$ cat config.mk
export PLATFORM = sky130hd
export DESIGN_NAME = tic_route_chop
export DESIGN_NICKNAME = d
export VERILOG_FILES = /design/src/tic_pkg.sv /design/src/tic_chop_if.sv /design/src/tic_route_chop.sv /design/src/tic_chop_gen.sv
export SDC_FILE = /design/constraint.sdc
export NUM_CORES = 1
export LEC_CHECK = 0
export ABC_CLOCK_PERIOD_IN_PS = 3900
export BUFFER_PORTS_ARGS = -buffer_cell sky130_fd_sc_hd__buf_4
export CORE_MARGIN = 4
export CORE_UTILIZATION = 50
export CTS_BUF_LIST = sky130_fd_sc_hd__clkbuf_16
export CTS_CLUSTER_DIAMETER = 50
export DETAILED_ROUTE_END_ITERATION = 16
export PLACE_DENSITY = 0.89
export SLEW_MARGIN = 5
export SYNTH_ARGS = -nofsm -noshare
export SYNTH_HDL_FRONTEND = slang
export SYNTH_SLANG_ARGS = --single-unit
$ cat constraint.sdc
create_clock -name ref_clk -period 3.9 [get_ports ref_clk]
set_input_delay 0.39 -clock ref_clk [delete_from_list [all_inputs] [get_ports ref_clk]]
set_output_delay 0.39 -clock ref_clk [all_outputs]
set_load 0.02 [all_outputs]
$ cat src/tic_pkg.sv
package tic_pkg;
    // Register offsets on the local register port
    localparam logic [7:0] TIC_ADDR_ROUTE = 8'h25;
    localparam logic [7:0] TIC_ADDR_CHOP = 8'h26;
    // Reset values
    localparam logic [7:0] TIC_ROUTE_RESET = 8'h21;
    localparam logic [7:0] TIC_CHOP_RESET = 8'h00;
    // Field positions in the routing register
    localparam int TIC_SEL1_HI = 5;
    localparam int TIC_SEL1_LO = 4;
    localparam int TIC_SEL0_HI = 1;
    localparam int TIC_SEL0_LO = 0;
    // Field position in the chop register
    localparam int TIC_WIN_HI = 3;
    localparam int TIC_WIN_LO = 0;
    // Event selection codes
    localparam logic [1:0] TIC_SEL_NONE = 2'h0;
    localparam logic [1:0] TIC_SEL_LOW = 2'h1;
    localparam logic [1:0] TIC_SEL_HIGH = 2'h2;
    localparam logic [1:0] TIC_SEL_BOTH = 2'h3;
    // Pin function codes that this block serves
    localparam logic [2:0] TIC_FUNC_EVENT = 3'h1;
    localparam logic [2:0] TIC_FUNC_CHOP = 3'h4;
    // Largest legal window code and sample counter width
    localparam logic [3:0] TIC_WIN_MAX = 4'hB;
    localparam int TIC_CNT_W = 11;
    localparam int TIC_LIMIT_W = 12;
    typedef logic [TIC_CNT_W-1:0] tic_cnt_t;
endpackage

$ cat src/tic_chop_if.sv
`timescale 1ns/1ps
interface tic_chop_if;
    logic sample_strobe;
    logic [3:0] window_code;
    logic chop_state;
    // Generator side
    modport gen (
        input sample_strobe,
        input window_code,
        output chop_state
    );
    // Controller side
    modport ctl (
        output sample_strobe,
        output window_code,
        input chop_state
    );
endinterface

$ cat src/tic_route_chop.sv
`timescale 1ns/1ps
// Operation
// RL1 - Bits 5:4 route events to second pin
// RL2 - Bits 1:0 route events to first pin
// RL3 - Code 3 ORs high and low events
// RL4 - Toggle chop after each sample window
// RL5 - Window code N means 2^N samples
// RL6 - Chop register resets to zero
// RL7 - Routing register resets to 0x21
// RL8 - Pins drive event or chop by function
// RL9 - Software never enables chop with enable
// RL10 - High event when result exceeds limit; code raises it only in autonomous mode
// RL11 - Software writes window codes 0 to 11
module tic_route_chop
    import tic_pkg::*;
(
    // Clock and reset
    input wire logic ref_clk,
    input wire logic reset,
    // Register port
    input wire logic [7:0] reg_addr,
    input wire logic reg_wr_en,
    input wire logic [7:0] reg_wdata,
    output logic [7:0] reg_rd_data,
    // Conversion results and threshold events
    input wire logic sample_valid,
    input wire logic [TIC_LIMIT_W-1:0] conv_result,
    input wire logic [TIC_LIMIT_W-1:0] high_limit,
    input wire logic result_is_signed,
    input wire logic autonomous_mode,
    input wire logic low_threshold_event,
    // Pin function selections
    input wire logic [2:0] first_pin_function,
    input wire logic [2:0] second_pin_function,
    // Routed events and chop state
    output logic first_pin_event_output,
    output logic second_pin_event_output,
    output logic high_threshold_event,
    output logic chop_out,
    // General purpose pins
    output logic first_general_pin_o,
    output logic first_general_pin_oe_n,
    output logic second_general_pin_o,
    output logic second_general_pin_oe_n
);
    typedef struct packed {
        logic [1:0] sel1;
        logic [1:0] sel0;
        logic [3:0] win;
        logic hi_evt;
        logic ev0;
        logic ev1;
        logic chop;
        logic pin0;
        logic pin0_oe_n;
        logic pin1;
        logic pin1_oe_n;
        logic [7:0] rd;
    } tic_top_s;

    tic_top_s st_r;
    tic_top_s st_nxt;
    tic_chop_if chop_bus ();

    // Pick the routed event for one selection code
    function automatic logic route(input logic [1:0] sel, input logic lo,
                                   input logic hi);
        case (sel)
            TIC_SEL_LOW: route = lo;
            TIC_SEL_HIGH: route = hi;
            TIC_SEL_BOTH: route = lo | hi; // see RL3
            default: route = 1'b0;
        endcase
    endfunction

    // Compare in the result's own format
    function automatic logic exceeds(input logic [TIC_LIMIT_W-1:0] res,
                                     input logic [TIC_LIMIT_W-1:0] lim,
                                     input logic sgn);
        if (sgn) begin
            exceeds = $signed(res) > $signed(lim);
        end else begin
            exceeds = res > lim;
        end
    endfunction

    // Pin drive: only event or chop functions own the pin
    function automatic logic [1:0] pin_drive(input logic [2:0] func,
                                             input logic ev,
                                             input logic ch);
        if (func == TIC_FUNC_EVENT) begin
            pin_drive = {ev, 1'b0}; // see RL8
        end else if (func == TIC_FUNC_CHOP) begin
            pin_drive = {ch, 1'b0}; // see RL8
        end else begin
            pin_drive = 2'b01;
        end
    endfunction

    // Chop generator counts the same conversion strobe
    assign chop_bus.sample_strobe = sample_valid;
    assign chop_bus.window_code = st_r.win;

    tic_chop_gen u_chop (
        .ref_clk(ref_clk),
        .reset(reset),
        .chop(chop_bus.gen)
    );

    // Next state: registers, events, pins and read data
    always_comb begin
        st_nxt = st_r;
        // Reserved bits are dropped on write and read back as zero
        if (reg_wr_en) begin
            if (reg_addr == TIC_ADDR_ROUTE) begin
                st_nxt.sel1 = reg_wdata[TIC_SEL1_HI:TIC_SEL1_LO]; // see RL1
                st_nxt.sel0 = reg_wdata[TIC_SEL0_HI:TIC_SEL0_LO]; // see RL2
            end else if (reg_addr == TIC_ADDR_CHOP) begin
                st_nxt.win = reg_wdata[TIC_WIN_HI:TIC_WIN_LO]; // see RL4
            end
        end
        // High event holds from one sample to the next
        if (sample_valid) begin
            st_nxt.hi_evt = autonomous_mode &&
                exceeds(conv_result, high_limit, result_is_signed); // see RL10
        end
        st_nxt.ev0 = route(st_r.sel0, low_threshold_event,
                           st_r.hi_evt); // see RL2
        st_nxt.ev1 = route(st_r.sel1, low_threshold_event,
                           st_r.hi_evt); // see RL1
        st_nxt.chop = chop_bus.chop_state;
        {st_nxt.pin0, st_nxt.pin0_oe_n} =
            pin_drive(first_pin_function, st_r.ev0, st_r.chop);
        {st_nxt.pin1, st_nxt.pin1_oe_n} =
            pin_drive(second_pin_function, st_r.ev1, st_r.chop);
        // Read data lags the address by one cycle
        if (reg_addr == TIC_ADDR_ROUTE) begin
            st_nxt.rd = '0;
            st_nxt.rd[TIC_SEL1_HI:TIC_SEL1_LO] = st_r.sel1;
            st_nxt.rd[TIC_SEL0_HI:TIC_SEL0_LO] = st_r.sel0;
        end else if (reg_addr == TIC_ADDR_CHOP) begin
            st_nxt.rd = '0;
            st_nxt.rd[TIC_WIN_HI:TIC_WIN_LO] = st_r.win;
        end else begin
            st_nxt.rd = '0;
        end
    end

    // State register with documented defaults
    always_ff @(posedge ref_clk or posedge reset) begin
        if (reset) begin
            st_r <= '0;
            st_r.sel1 <= TIC_ROUTE_RESET[TIC_SEL1_HI:TIC_SEL1_LO]; // see RL7
            st_r.sel0 <= TIC_ROUTE_RESET[TIC_SEL0_HI:TIC_SEL0_LO]; // see RL7
            st_r.win <= TIC_CHOP_RESET[TIC_WIN_HI:TIC_WIN_LO]; // see RL6
            st_r.pin0_oe_n <= 1'b1;
            st_r.pin1_oe_n <= 1'b1;
        end else begin
            st_r <= st_nxt;
        end
    end

    // Outputs straight from flops
    assign reg_rd_data = st_r.rd;
    assign first_pin_event_output = st_r.ev0;
    assign second_pin_event_output = st_r.ev1;
    assign high_threshold_event = st_r.hi_evt;
    assign chop_out = st_r.chop;
    assign first_general_pin_o = st_r.pin0;
    assign first_general_pin_oe_n = st_r.pin0_oe_n;
    assign second_general_pin_o = st_r.pin1;
    assign second_general_pin_oe_n = st_r.pin1_oe_n;

    property p_second_none;
        @(posedge ref_clk) disable iff (reset)
        st_r.sel1 == TIC_SEL_NONE |=> !second_pin_event_output;
    endproperty
    a_second_none: assert property (p_second_none) // see RL1
        else $error("second pin event shown with no selection");

    property p_second_high;
        @(posedge ref_clk) disable iff (reset)
        st_r.sel1 == TIC_SEL_HIGH
        |=> second_pin_event_output == $past(st_r.hi_evt);
    endproperty
    a_second_high: assert property (p_second_high) // see RL1
        else $error("second pin does not follow high event");

    property p_first_low;
        @(posedge ref_clk) disable iff (reset)
        st_r.sel0 == TIC_SEL_LOW
        |=> first_pin_event_output == $past(low_threshold_event);
    endproperty
    a_first_low: assert property (p_first_low) // see RL2
        else $error("first pin does not follow low event");

    property p_both;
        @(posedge ref_clk) disable iff (reset)
        st_r.sel0 == TIC_SEL_BOTH |=> first_pin_event_output ==
            ($past(low_threshold_event) | $past(st_r.hi_evt));
    endproperty
    a_both: assert property (p_both) // see RL3
        else $error("either-event routing is not an OR");

    property p_reset_vals;
        @(posedge ref_clk) disable iff (reset)
        $past(reset) |-> st_r.sel0 == TIC_SEL_LOW &&
            st_r.sel1 == TIC_SEL_HIGH && st_r.win == 4'h0;
    endproperty
    a_reset_vals: assert property (p_reset_vals) // see RL7
        else $error("register defaults wrong after reset");

    property p_pin_release;
        @(posedge ref_clk) disable iff (reset)
        first_pin_function != TIC_FUNC_EVENT &&
        first_pin_function != TIC_FUNC_CHOP |=> first_general_pin_oe_n;
    endproperty
    a_pin_release: assert property (p_pin_release) // see RL8
        else $error("first pin driven by a foreign function");

    property p_pin_chop;
        @(posedge ref_clk) disable iff (reset)
        second_pin_function == TIC_FUNC_CHOP |=> !second_general_pin_oe_n
            && second_general_pin_o == $past(st_r.chop);
    endproperty
    a_pin_chop: assert property (p_pin_chop) // see RL8
        else $error("second pin does not carry chop");

    property p_high_event;
        @(posedge ref_clk) disable iff (reset)
        sample_valid && autonomous_mode && !result_is_signed &&
        conv_result > high_limit |=> high_threshold_event;
    endproperty
    a_high_event: assert property (p_high_event) // see RL10
        else $error("high event missed on an over-limit sample");
endmodule

$ cat src/tic_chop_gen.sv
`timescale 1ns/1ps
module tic_chop_gen
    import tic_pkg::*;
(
    // Clock and reset
    input wire logic ref_clk,
    input wire logic reset,
    // Control and chop state
    tic_chop_if.gen chop
);
    typedef struct packed {
        tic_cnt_t cnt;
        logic state;
    } tic_chop_s;

    tic_chop_s st_r;
    tic_chop_s st_nxt;

    // Last count of a window: codes above the maximum clamp to it
    function automatic tic_cnt_t win_last(input logic [3:0] code);
        logic [3:0] c;
        c = (code > TIC_WIN_MAX) ? TIC_WIN_MAX : code; // see RL5
        win_last = tic_cnt_t'((TIC_CNT_W+1)'(1) << c) - tic_cnt_t'(1);
    endfunction

    // Count samples, toggle at the end of each window
    always_comb begin
        st_nxt = st_r;
        if (chop.sample_strobe) begin
            if (st_r.cnt >= win_last(chop.window_code)) begin // see RL4
                st_nxt.cnt = '0;
                st_nxt.state = ~st_r.state;
            end else begin
                st_nxt.cnt = st_r.cnt + tic_cnt_t'(1);
            end
        end
    end

    // State register
    always_ff @(posedge ref_clk or posedge reset) begin
        if (reset) begin
            st_r <= '0;
        end else begin
            st_r <= st_nxt;
        end
    end

    assign chop.chop_state = st_r.state;

    property p_stable_between;
        @(posedge ref_clk) disable iff (reset)
        !chop.sample_strobe |=> $stable(chop.chop_state);
    endproperty
    a_stable_between: assert property (p_stable_between) // see RL4
        else $error("chop state moved without a sample");

    property p_window_end;
        @(posedge ref_clk) disable iff (reset)
        chop.sample_strobe && st_r.cnt == win_last(chop.window_code)
        |=> chop.chop_state != $past(chop.chop_state);
    endproperty
    a_window_end: assert property (p_window_end) // see RL4
        else $error("chop state did not toggle at window end");

    property p_code_one;
        @(posedge ref_clk) disable iff (reset)
        chop.window_code == 4'h1 && st_r.cnt == '0 && chop.sample_strobe
        |=> $stable(chop.chop_state);
    endproperty
    a_code_one: assert property (p_code_one) // see RL5
        else $error("two-sample window toggled after one sample");

    // Longest window must hold for all 2048 samples before it toggles
    property p_code_max;
        @(posedge ref_clk) disable iff (reset)
        chop.window_code == TIC_WIN_MAX && chop.sample_strobe &&
        st_r.cnt < 11'h7FF |=> $stable(chop.chop_state);
    endproperty
    a_code_max: assert property (p_code_max) // see RL5
        else $error("longest window toggled before 2048 samples");
endmodule

* After elaboration in Yosys (flattened, before gate mapping)
Cells that the tools add are included.
Cells by class: add/sub/neg operators 2, reduce and logical (&&, ||, !) cells 4, eq/ne operators 12, shift operators 1, mux-type cells 12, bitwise gates (word level) 3, magnitude comparators 4
Operator list (number):
- > comparator 12 bit | 2
- == test 8 x 6 -> 1 bit (second input constant) | 2
- adder 11 x 1 -> 11 bit (second input constant) | 1
- >= comparator 11 bit | 1
- two-way mux 11 bit | 1
- << shifter 1 x 4 -> 11 bit (first input constant) | 1
- subtractor 11 x 1 -> 11 bit (second input constant) | 1
- == test 2 bit (second input constant) | 4
- two-way mux 2 bit | 4
- two-way mux 4 bit | 2
- == test 3 x 1 -> 1 bit (second input constant) | 2
- == test 3 bit (second input constant) | 2
- two-way mux 6 bit | 1
- case mux 1 bit (3 select lines) | 2
- == test 2 x 1 -> 1 bit (second input constant) | 2
- > comparator 4 bit (second input constant) | 1
- AND reduction 2 bit | 2
- AND reduction 3 bit | 1
- two-way mux 1 bit | 2
- inverter 1 bit | 2
- logical AND 1 bit | 1
- OR 1 bit | 1
Word-level totals: register bits after elaboration 36, input port bits 53

* Logic depth before layout (Yosys ltp)
Gate-level depths: netlist of run 1.
depth after elaboration 6, gate-level depth with buffers 14, gate-level depth less buffers 12

* Cells and area by module
Synthesis of run 1 repeated with hierarchy kept, for this count alone.
Second synthesis, totals: cell total of the unflattened synthesis 221, area total of the unflattened synthesis 2282.2 um2
By module, submodules not included:
- tic_route_chop | cells an instance 112, area an instance 1308.8 um2, times used 1
- tic_chop_gen | cells an instance 109, area an instance 973.4 um2, times used 1

* Worst setup path after synthesis of run 1
OpenSTA, ideal clock, no wires.
kind register to register, start register st_r (netlist bit chop_bus.window_code[0]), end register u_chop.st_r (netlist bit u_chop.chop.chop_state), arrival time 2.990 ns, buffers on the path 2, stages on the path, launching flop included 13, period minus slack after synthesis 3.132 ns, data required time 3.758 ns, path slack 0.768 ns, cells stage by stage dfrtp_1 > clkbuf_1 > or4_1 > ha_1 > clkbuf_1 > nor3_1 > a21o_1 > a32oi_1 > ha_1 > nand4_1 > o311a_1 > nor3b_4 > xor2_1
On the way: cells in the longest elaborated chain, start to end 6
RTL lines:
- start: declaration | line tic_route_chop.sv:61 | tic_top_s st_r;
- start signal: assignment | line tic_route_chop.sv:159 | st_r <= st_nxt;
- > comparator 4 bit | line tic_chop_gen.sv:22 | c = (code > TIC_WIN_MAX) ? TIC_WIN_MAX : code;
- two-way mux 4 bit * | line tic_chop_gen.sv:22
- << shifter 1 x 4 -> 11 bit * | line tic_chop_gen.sv:23 | win_last = tic_cnt_t'((TIC_CNT_W+1)'(1) << c) - tic_cnt_t'(1);
- subtractor 11 x 1 -> 11 bit * | line tic_chop_gen.sv:23
- >= comparator 11 bit * | line tic_chop_gen.sv:30 | if (st_r.cnt >= win_last(chop.window_code)) begin
- AND reduction 2 bit (no line) *
- end signal: assignment | line tic_chop_gen.sv:44 | st_r <= st_nxt;
- end: declaration | line tic_chop_gen.sv:16 | tic_chop_s st_r;
Every way passes the cells marked *; elsewhere a longest branch is shown, timed or not. A chain may end at the register's enable or synchronous reset.

* Worst setup path after layout of run 1
start register st_r (netlist bit chop_bus.window_code[3]), end register u_chop.st_r (netlist bit u_chop.chop.chop_state)
The elaborated chain is that of the path after synthesis.

==> out/metrics.yaml, run 1 <==
synth_flop_cell: "dfrtp_1"
relSlewSlack: 0.4864
irDropWorstVdd_uv: 187.0
slew_viol_final: 0
diodes: 0
dpl.hpwl_mm: 3.869
yosys_warnings: 0
critPathCaptureType: "flop"
ys_seq_elements: 34
die-area_um2: 5572
ys_seq_area_frac: 0.3854
netlist_instances: 229
crit_end: "u_chop.chop.chop_state"
fin_crit_ps: 3499
grt_pass1_wl_mm: 8.611
timing.rr.end: "u_chop.chop.chop_state"
cts.sinks: 34
portBuffers: 64
post_drt_via_cell_ratio: 5.763
finalSetupViolCount: 0
cts-root-buf: "clkbuf_16"
netlist_area_um2: 2221
cts_buffer_depth: 2
crit_start: "chop_bus.window_code[3]"
hold_viol_final: 0
dr.pass1.iters: 4
synth_cell_types: 43
worstMarginPinSlew_ps: 764.5
startpoint_type: "flop"
rsz0062_at_grt: "no"
h-tree-depth: 2
r2r_start: "chop_bus.window_code[3]"
synth_edf_count: 0
reg2regPathDepth: 10
overflow: 0
area_growth_pct: 28.68
fin_nets: 365
cp_max_fo: 13
grt_pass1_vias: 1935
syn-mean-instance-area_um2: 9.698
vias: 1948
die-height_um: 74.65
rows: 23
fmax_mhz: 285.8
place_congestion: 0.8064
grt_antenna_before_repair: 0
final_util: 0.6896
initial_core_util: 0.5359
drt_iter0_markers: 76
cap_viol_max_count: 0
run_status: "complete, no violations"
grt_max_degree: 35
die_width_um: 74.65
wl_per_cell_um: 15.31
fin_setup_tns_ps: 0
r2r_slack_ps: 400
fill_cells: 319
cts_tree: "done"
worstSetupPathType: "flop to flop"
drc: 0
core-area_um2: 4144
cts_buffers: 5
async_flop_share: 1.000
fin_hold_ws_ps: 200.8
path_clk_slew_ps: 60
cts_resized: 0
grt_use_total: 0.2039
clk_latency_ps: 280
post_cts_buffers: 0
wirelength_mm: 5.176
worstPathRequired_ps: 4100
cts_hold_buf: 0
clock_skew_ps: 3.764
drive_above_1_share: 0.2986
ant_nets: 0
power_density_nw_per_um2: 406.8
io_pins: 69
crit_arrival_ps: 3700
p_leak_nw: 1.442
finalCritPeriodShare: 0.8973
hold_class: "input port to asynchronous set/reset pin"
flip-flops by register name (all words and copies together) (netlist names):
signal / cells
chop_bus.window_code: 4
chop_out: 1
first_general_pin_o: 1
first_general_pin_oe_n: 1
first_pin_event_output: 1
high_threshold_event: 1
reg_rd_data: 6
second_general_pin_o: 1
second_general_pin_oe_n: 1
second_pin_event_output: 1
st_r: 4
u_chop.chop.chop_state: 1
u_chop.st_r: 11
cell families (layout without fill, tap and decap cells):
kind of cell | Yosys count | after routing | synth area share
buffers and inverters | 31 | 89 | 0.06648
AOI/OAI and AO/OA | 38 | 38 | 0.1138
adders and majority gates | 25 | 25 | 0.1408
other | 1 | 2 | 0.001689
DFF | 34 | 34 | 0.3854
and+or+nand+nor | 79 | 79 | 0.1972
muxes | 13 | 13 | 0.06310
xor gates and xnor gates | 8 | 8 | 0.03155
routing by layer:
layer  part of all wire  vias to the layer above  track usage
met5                  0                        -            0
met4              0.021                        0      0.08498
met2               0.52                       79       0.3668
li1                   -                      923            -
met1               0.38                      933       0.2218
met3              0.081                       13      0.06275
where the power goes:
part | internal [mW] | total, mW | switching (mW)
clock | 0.301 | 0.452 | 0.152
sequential | 0.390 | 0.426 | 0.0362
combinational | 0.138 | 0.284 | 0.146
total | 0.829 | 1.16 | 0.334
cells in the final DEF (no fill, tap or decap), types with 2 or more instances in the layout:
| cell | n |
|---|---|
| a21o_1 | 5 |
| xnor2_1 | 3 |
| conb_1 | 2 |
| nor2_1 | 16 |
| a22o_1 | 2 |
| dfrtp_1 | 30 |
| inv_1 | 16 |
| a211oi_1 | 3 |
| a22oi_1 | 2 |
| buf_4 | 65 |
| mux2_2 | 8 |
| dfstp_2 | 4 |
| o21a_1 | 2 |
| nand3b_1 | 6 |
| nor3_1 | 9 |
| ha_1 | 25 |
| o21ai_0 | 7 |
| nand3_1 | 7 |
| and3_1 | 7 |
| clkbuf_16 | 5 |
| nor4_1 | 2 |
| nand2_1 | 11 |
| nor4b_1 | 2 |
| xor2_1 | 5 |
| mux2i_1 | 5 |
| nand2b_1 | 4 |
| a21oi_1 | 9 |
| nor2b_1 | 6 |
| nand4_1 | 4 |
| clkinvlp_4 | 2 |
worst max-delay path, stage by stage, from the launching register on:
cell,delay (ps)
dfrtp_1,510
or4_1,610
ha_1,310
nor3_1,270
a21o_1,120
a32oi_1,100
ha_1,340
nand4_1,90
o311a_1,410
nor3b_4,430
xor2_1,200
cell usage after synthesis (2+ instances only):
master / number / share of area
a211oi_1: 3 / 0.010
a21o_1: 5 / 0.017
a21oi_1: 9 / 0.020
a22o_1: 2 / 0.0079
a22oi_1: 2 / 0.0068
and3_1: 7 / 0.020
buf_4: 8 / 0.027
clkbuf_1: 6 / 0.010
dfrtp_1: 30 / 0.34
dfstp_2: 4 / 0.047
ha_1: 25 / 0.14
inv_1: 16 / 0.027
mux2_2: 8 / 0.041
mux2i_1: 5 / 0.023
nand2_1: 11 / 0.019
nand2b_1: 4 / 0.011
nand3_1: 7 / 0.016
nand3b_1: 6 / 0.020
nand4_1: 4 / 0.011
nor2_1: 16 / 0.027
nor2b_1: 6 / 0.017
nor3_1: 9 / 0.020
nor4_1: 2 / 0.0056
nor4b_1: 2 / 0.0079
o21a_1: 2 / 0.0068
o21ai_0: 7 / 0.016
xnor2_1: 3 / 0.012
xor2_1: 5 / 0.020
final cells by class:
| class | count | area (um2) | area share |
|---|---|---|---|
| clock buffer | 5 | 125.1 | 0.04378 |
| clock inverter | 3 | 45.04 | 0.01576 |
| inverter | 16 | 60.06 | 0.02102 |
| multi-input combinational | 165 | 1221 | 0.4273 |
| sequential | 34 | 855.8 | 0.2995 |
| tap | 50 | 62.56 | 0.02189 |
| timing repair buffer | 65 | 488.0 | 0.1708 |
worst min path at each step:
stage                     slack, ps              startpoint                      to
after detailed placement        400  u_chop.chop.chop_state                chop_out
after global routing            260                   reset          reg_rd_data[0]
after CTS                       210                   reset          u_chop.st_r[7]
final                           200                   reset  u_chop.chop.chop_state
after floorplan                 370  u_chop.chop.chop_state                chop_out
after global placement          390  u_chop.chop.chop_state                chop_out
metrics by stage:
stage | instances | instance area (um2) | power [mW] | worst slack (ps)
after floorplan | 230 | 2225 | 0.6090 | 768.4
after global placement | 330 | 2688 | 0.6976 | 627.8
after detailed placement | 330 | 2688 | 0.7146 | 472.5
after CTS | 338 | 2858 | 1.175 | 420.5
after global routing | 338 | 2858 | 1.232 | 211.0
final | 338 | 2858 | 1.163 | 400.6
(Power assumes the default switching activity.)
==> inputs of run 2 (changes only) <==
ABC_CLOCK_PERIOD_IN_PS = 4500   (was 3900)
CORE_UTILIZATION = 55   (was 50)
PLACE_DENSITY = 0.95   (was 0.89)
SKIP_CTS_REPAIR_TIMING = 1   (was not set)
clock period = 4.5 ns   (was 3.9 ns; I/O delays follow)
==> run 2 against run 1 <==
Against the previous run:
- wire length down 8.7%
- sequential cell count unchanged
- critical path depth unchanged
- sequential power down 13%
- critical path type unchanged
- largest cell class unchanged
==> out/metrics.yaml, run 2 (synthesis results as in run 1) <==
io_pins: 69  # unchanged
critPathCaptureType: "flop"  # unchanged
core-area_um2: 3771  # was 4144 um2
cts.sinks: 34  # unchanged
largest_register: "u_chop.st_r"  # unchanged
largest_register_ffs: 11  # unchanged
die-height_um: 71.55  # was 74.65 um
clock_skew_ps: 3.940  # was 3.764 ps
rows: 22  # was 23
slew_viol_final: 0  # unchanged
cp_common_cell: "ha_1"  # unchanged
hold_viol_final: 0  # unchanged
die-area_um2: 5119  # was 5572 um2
drive_above_1_share: 0.2917  # was 0.2986
post_drt_via_cell_ratio: 5.557  # was 5.763
grt_antenna_before_repair: 0  # unchanged
path_clk_slew_ps: 50  # was 60 ps
cts_buffers: 5  # unchanged
grt_pass1_vias: 1923  # was 1935
startpoint_type: "flop"  # unchanged
p_leak_nw: 1.452  # was 1.442 nW
drt_iter0_markers: 74  # was 76
worstSetupPathType: "flop to flop"  # unchanged
overflow: 0  # unchanged
portBuffers: 64  # unchanged
fin_nets: 365  # unchanged
fin_crit_ps: 3415  # was 3499 ps
cp_num_cells: 10  # unchanged
place_area_um2: 2685  # was 2688 um2
worstMarginPinSlew_ps: 592.0  # was 764.5 ps
r2r_start: "chop_bus.window_code[2]"  # was chop_bus.window_code[3]
crit_arrival_ps: 3610  # was 3700 ps
wl_per_cell_um: 14.07  # was 15.31 um
grt_use_total: 0.2002  # was 0.2039
initial_core_util: 0.5889  # was 0.5359
reg2regPathDepth: 10  # unchanged
cap_viol_max_count: 0  # unchanged
die_width_um: 71.55  # was 74.65 um
run_status: "complete, no violations"  # unchanged
hold_class: "input port to asynchronous set/reset pin"  # unchanged
vias: 1867  # was 1948
r2r_slack_ps: 1080  # was 400 ps
ant_nets: 0  # unchanged
timing.rr.end: "u_chop.chop.chop_state"  # unchanged
area_growth_pct: 28.23  # was 28.68%
grt_pass1_wl_mm: 8.162  # was 8.611 mm
cts-root-buf: "clkbuf_16"  # unchanged
worstPathRequired_ps: 4700  # was 4100 ps
dr.pass1.iters: 5  # was 4
power_density_nw_per_um2: 346.4  # was 406.8 nW/um2
finalSetupViolCount: 0  # unchanged
cts_buffer_depth: 2  # unchanged
wirelength_mm: 4.727  # was 5.176 mm
fmax_mhz: 292.8  # was 285.8 MHz
cts_tree: "done"  # unchanged
dpl.hpwl_mm: 3.688  # was 3.869 mm
grt_max_degree: 35  # unchanged
cp_max_fo: 13  # unchanged
irDropWorstVdd_uv: 166.7  # was 187.0 uV
place_congestion: 0.8219  # was 0.8064
crit_end: "u_chop.chop.chop_state"  # unchanged
clk_latency_ps: 280  # about the same
slowest_stage: "or4_1"  # unchanged
h-tree-depth: 2  # unchanged
finalCritPeriodShare: 0.7589  # was 0.8973
critPathMaxStageDelay_ps: 600  # was 610 ps
stdcell_area_um2: 2848  # was 2858 um2
worstPathCellList: "or4_1, ha_1, nor3_1, a21o_1, a32oi_1, ha_1, nand4_1, o311a_1, nor3b_4, xor2_1"  # unchanged
path_buf_inv: 0  # unchanged
mostFrequentLayoutCells: "buf_4 (65), dfrtp_1 (30), ha_1 (25)"  # unchanged
drc: 0  # unchanged
fin_setup_tns_ps: 0  # unchanged
diodes: 0  # unchanged
final_common_cell: "buf_4"  # unchanged
crit_start: "chop_bus.window_code[2]"  # was chop_bus.window_code[3]
relSlewSlack: 0.6023  # was 0.4864
rsz0062_at_grt: "no"  # unchanged
path_delay_family: "simple AND/OR/NAND/NOR gates"  # unchanged
==> run 2: cell count changes in the layout (fill, tap and decap cells not counted), sizes merged <==
cell | previous run | this run
clkinvlp | 2 | 0
inv | 16 | 18
==> run 2: worst min path at each step <==
stage	from	end	slack [ps]	depth (start not counted)
final	reset	u_chop.st_r[8]	260	3
after global routing	reset	u_chop.st_r[9]	300	3
after CTS	reset	u_chop.st_r[9]	280	3
after detailed placement	u_chop.chop.chop_state	chop_out	410	0
after global placement	u_chop.chop.chop_state	chop_out	390	0
after floorplan	u_chop.chop.chop_state	chop_out	370	0
==> run 2: worst reg2reg max path, delay by kind of cell, from the launching register on <==
kind / cells / cell delay, ps
flip-flops: 1 / 500
AND/OR/NAND/NOR: 4 / 1360
adder cells (fa/ha/maj): 2 / 650
AO/OA/AOI/OAI: 3 / 650
XOR/XNOR: 1 / 200
==> run 2: per-layer routing <==
| metal | vias up | wire length, um | global-route usage |
|---|---|---|---|
| met4 | 0 | 80 | 0.07307 |
| li1 | 919 | - | - |
| met3 | 8 | 343 | 0.05750 |
| met1 | 878 | 1838 | 0.2213 |
| met5 | - | 0 | 0 |
| met2 | 62 | 2464 | 0.3622 |
==> run 2: per-stage QoR <==
step / instances / hold slack [ps] / worst slack [ps] / total power, mW / util
2_1_floorplan: 230 / 371.8 / 1368 / 0.5278 / -
4_1_cts: 336 / 280.0 / 1085 / 0.9952 / 0.7551
3_3_place_gp: 328 / 386.7 / 1201 / 0.6033 / 0.7120
6_report: 336 / 263.2 / 1085 / 0.9866 / 0.7551
3_5_place_dp: 328 / 411.0 / 1133 / 0.6166 / 0.7120
5_1_grt: 336 / 298.9 / 791.3 / 1.047 / 0.7551
==> run 2: power by group <==
| group | internal [mW] | switching, mW | total (mW) |
|---|---|---|---|
| clock | 0.257 | 0.117 | 0.373 |
| sequential | 0.338 | 0.0309 | 0.369 |
| combinational | 0.119 | 0.125 | 0.244 |
| total | 0.714 | 0.272 | 0.987 |
==> run 2: final cells by class <==
type,count,area (um2)
clock buffer,5,125.1
sequential,34,855.8
fill,252,923.4
inverter,16,60.06
timing repair buffer,65,488.0
clock inverter,3,37.54
tap,48,60.06
multi-input combinational,165,1221
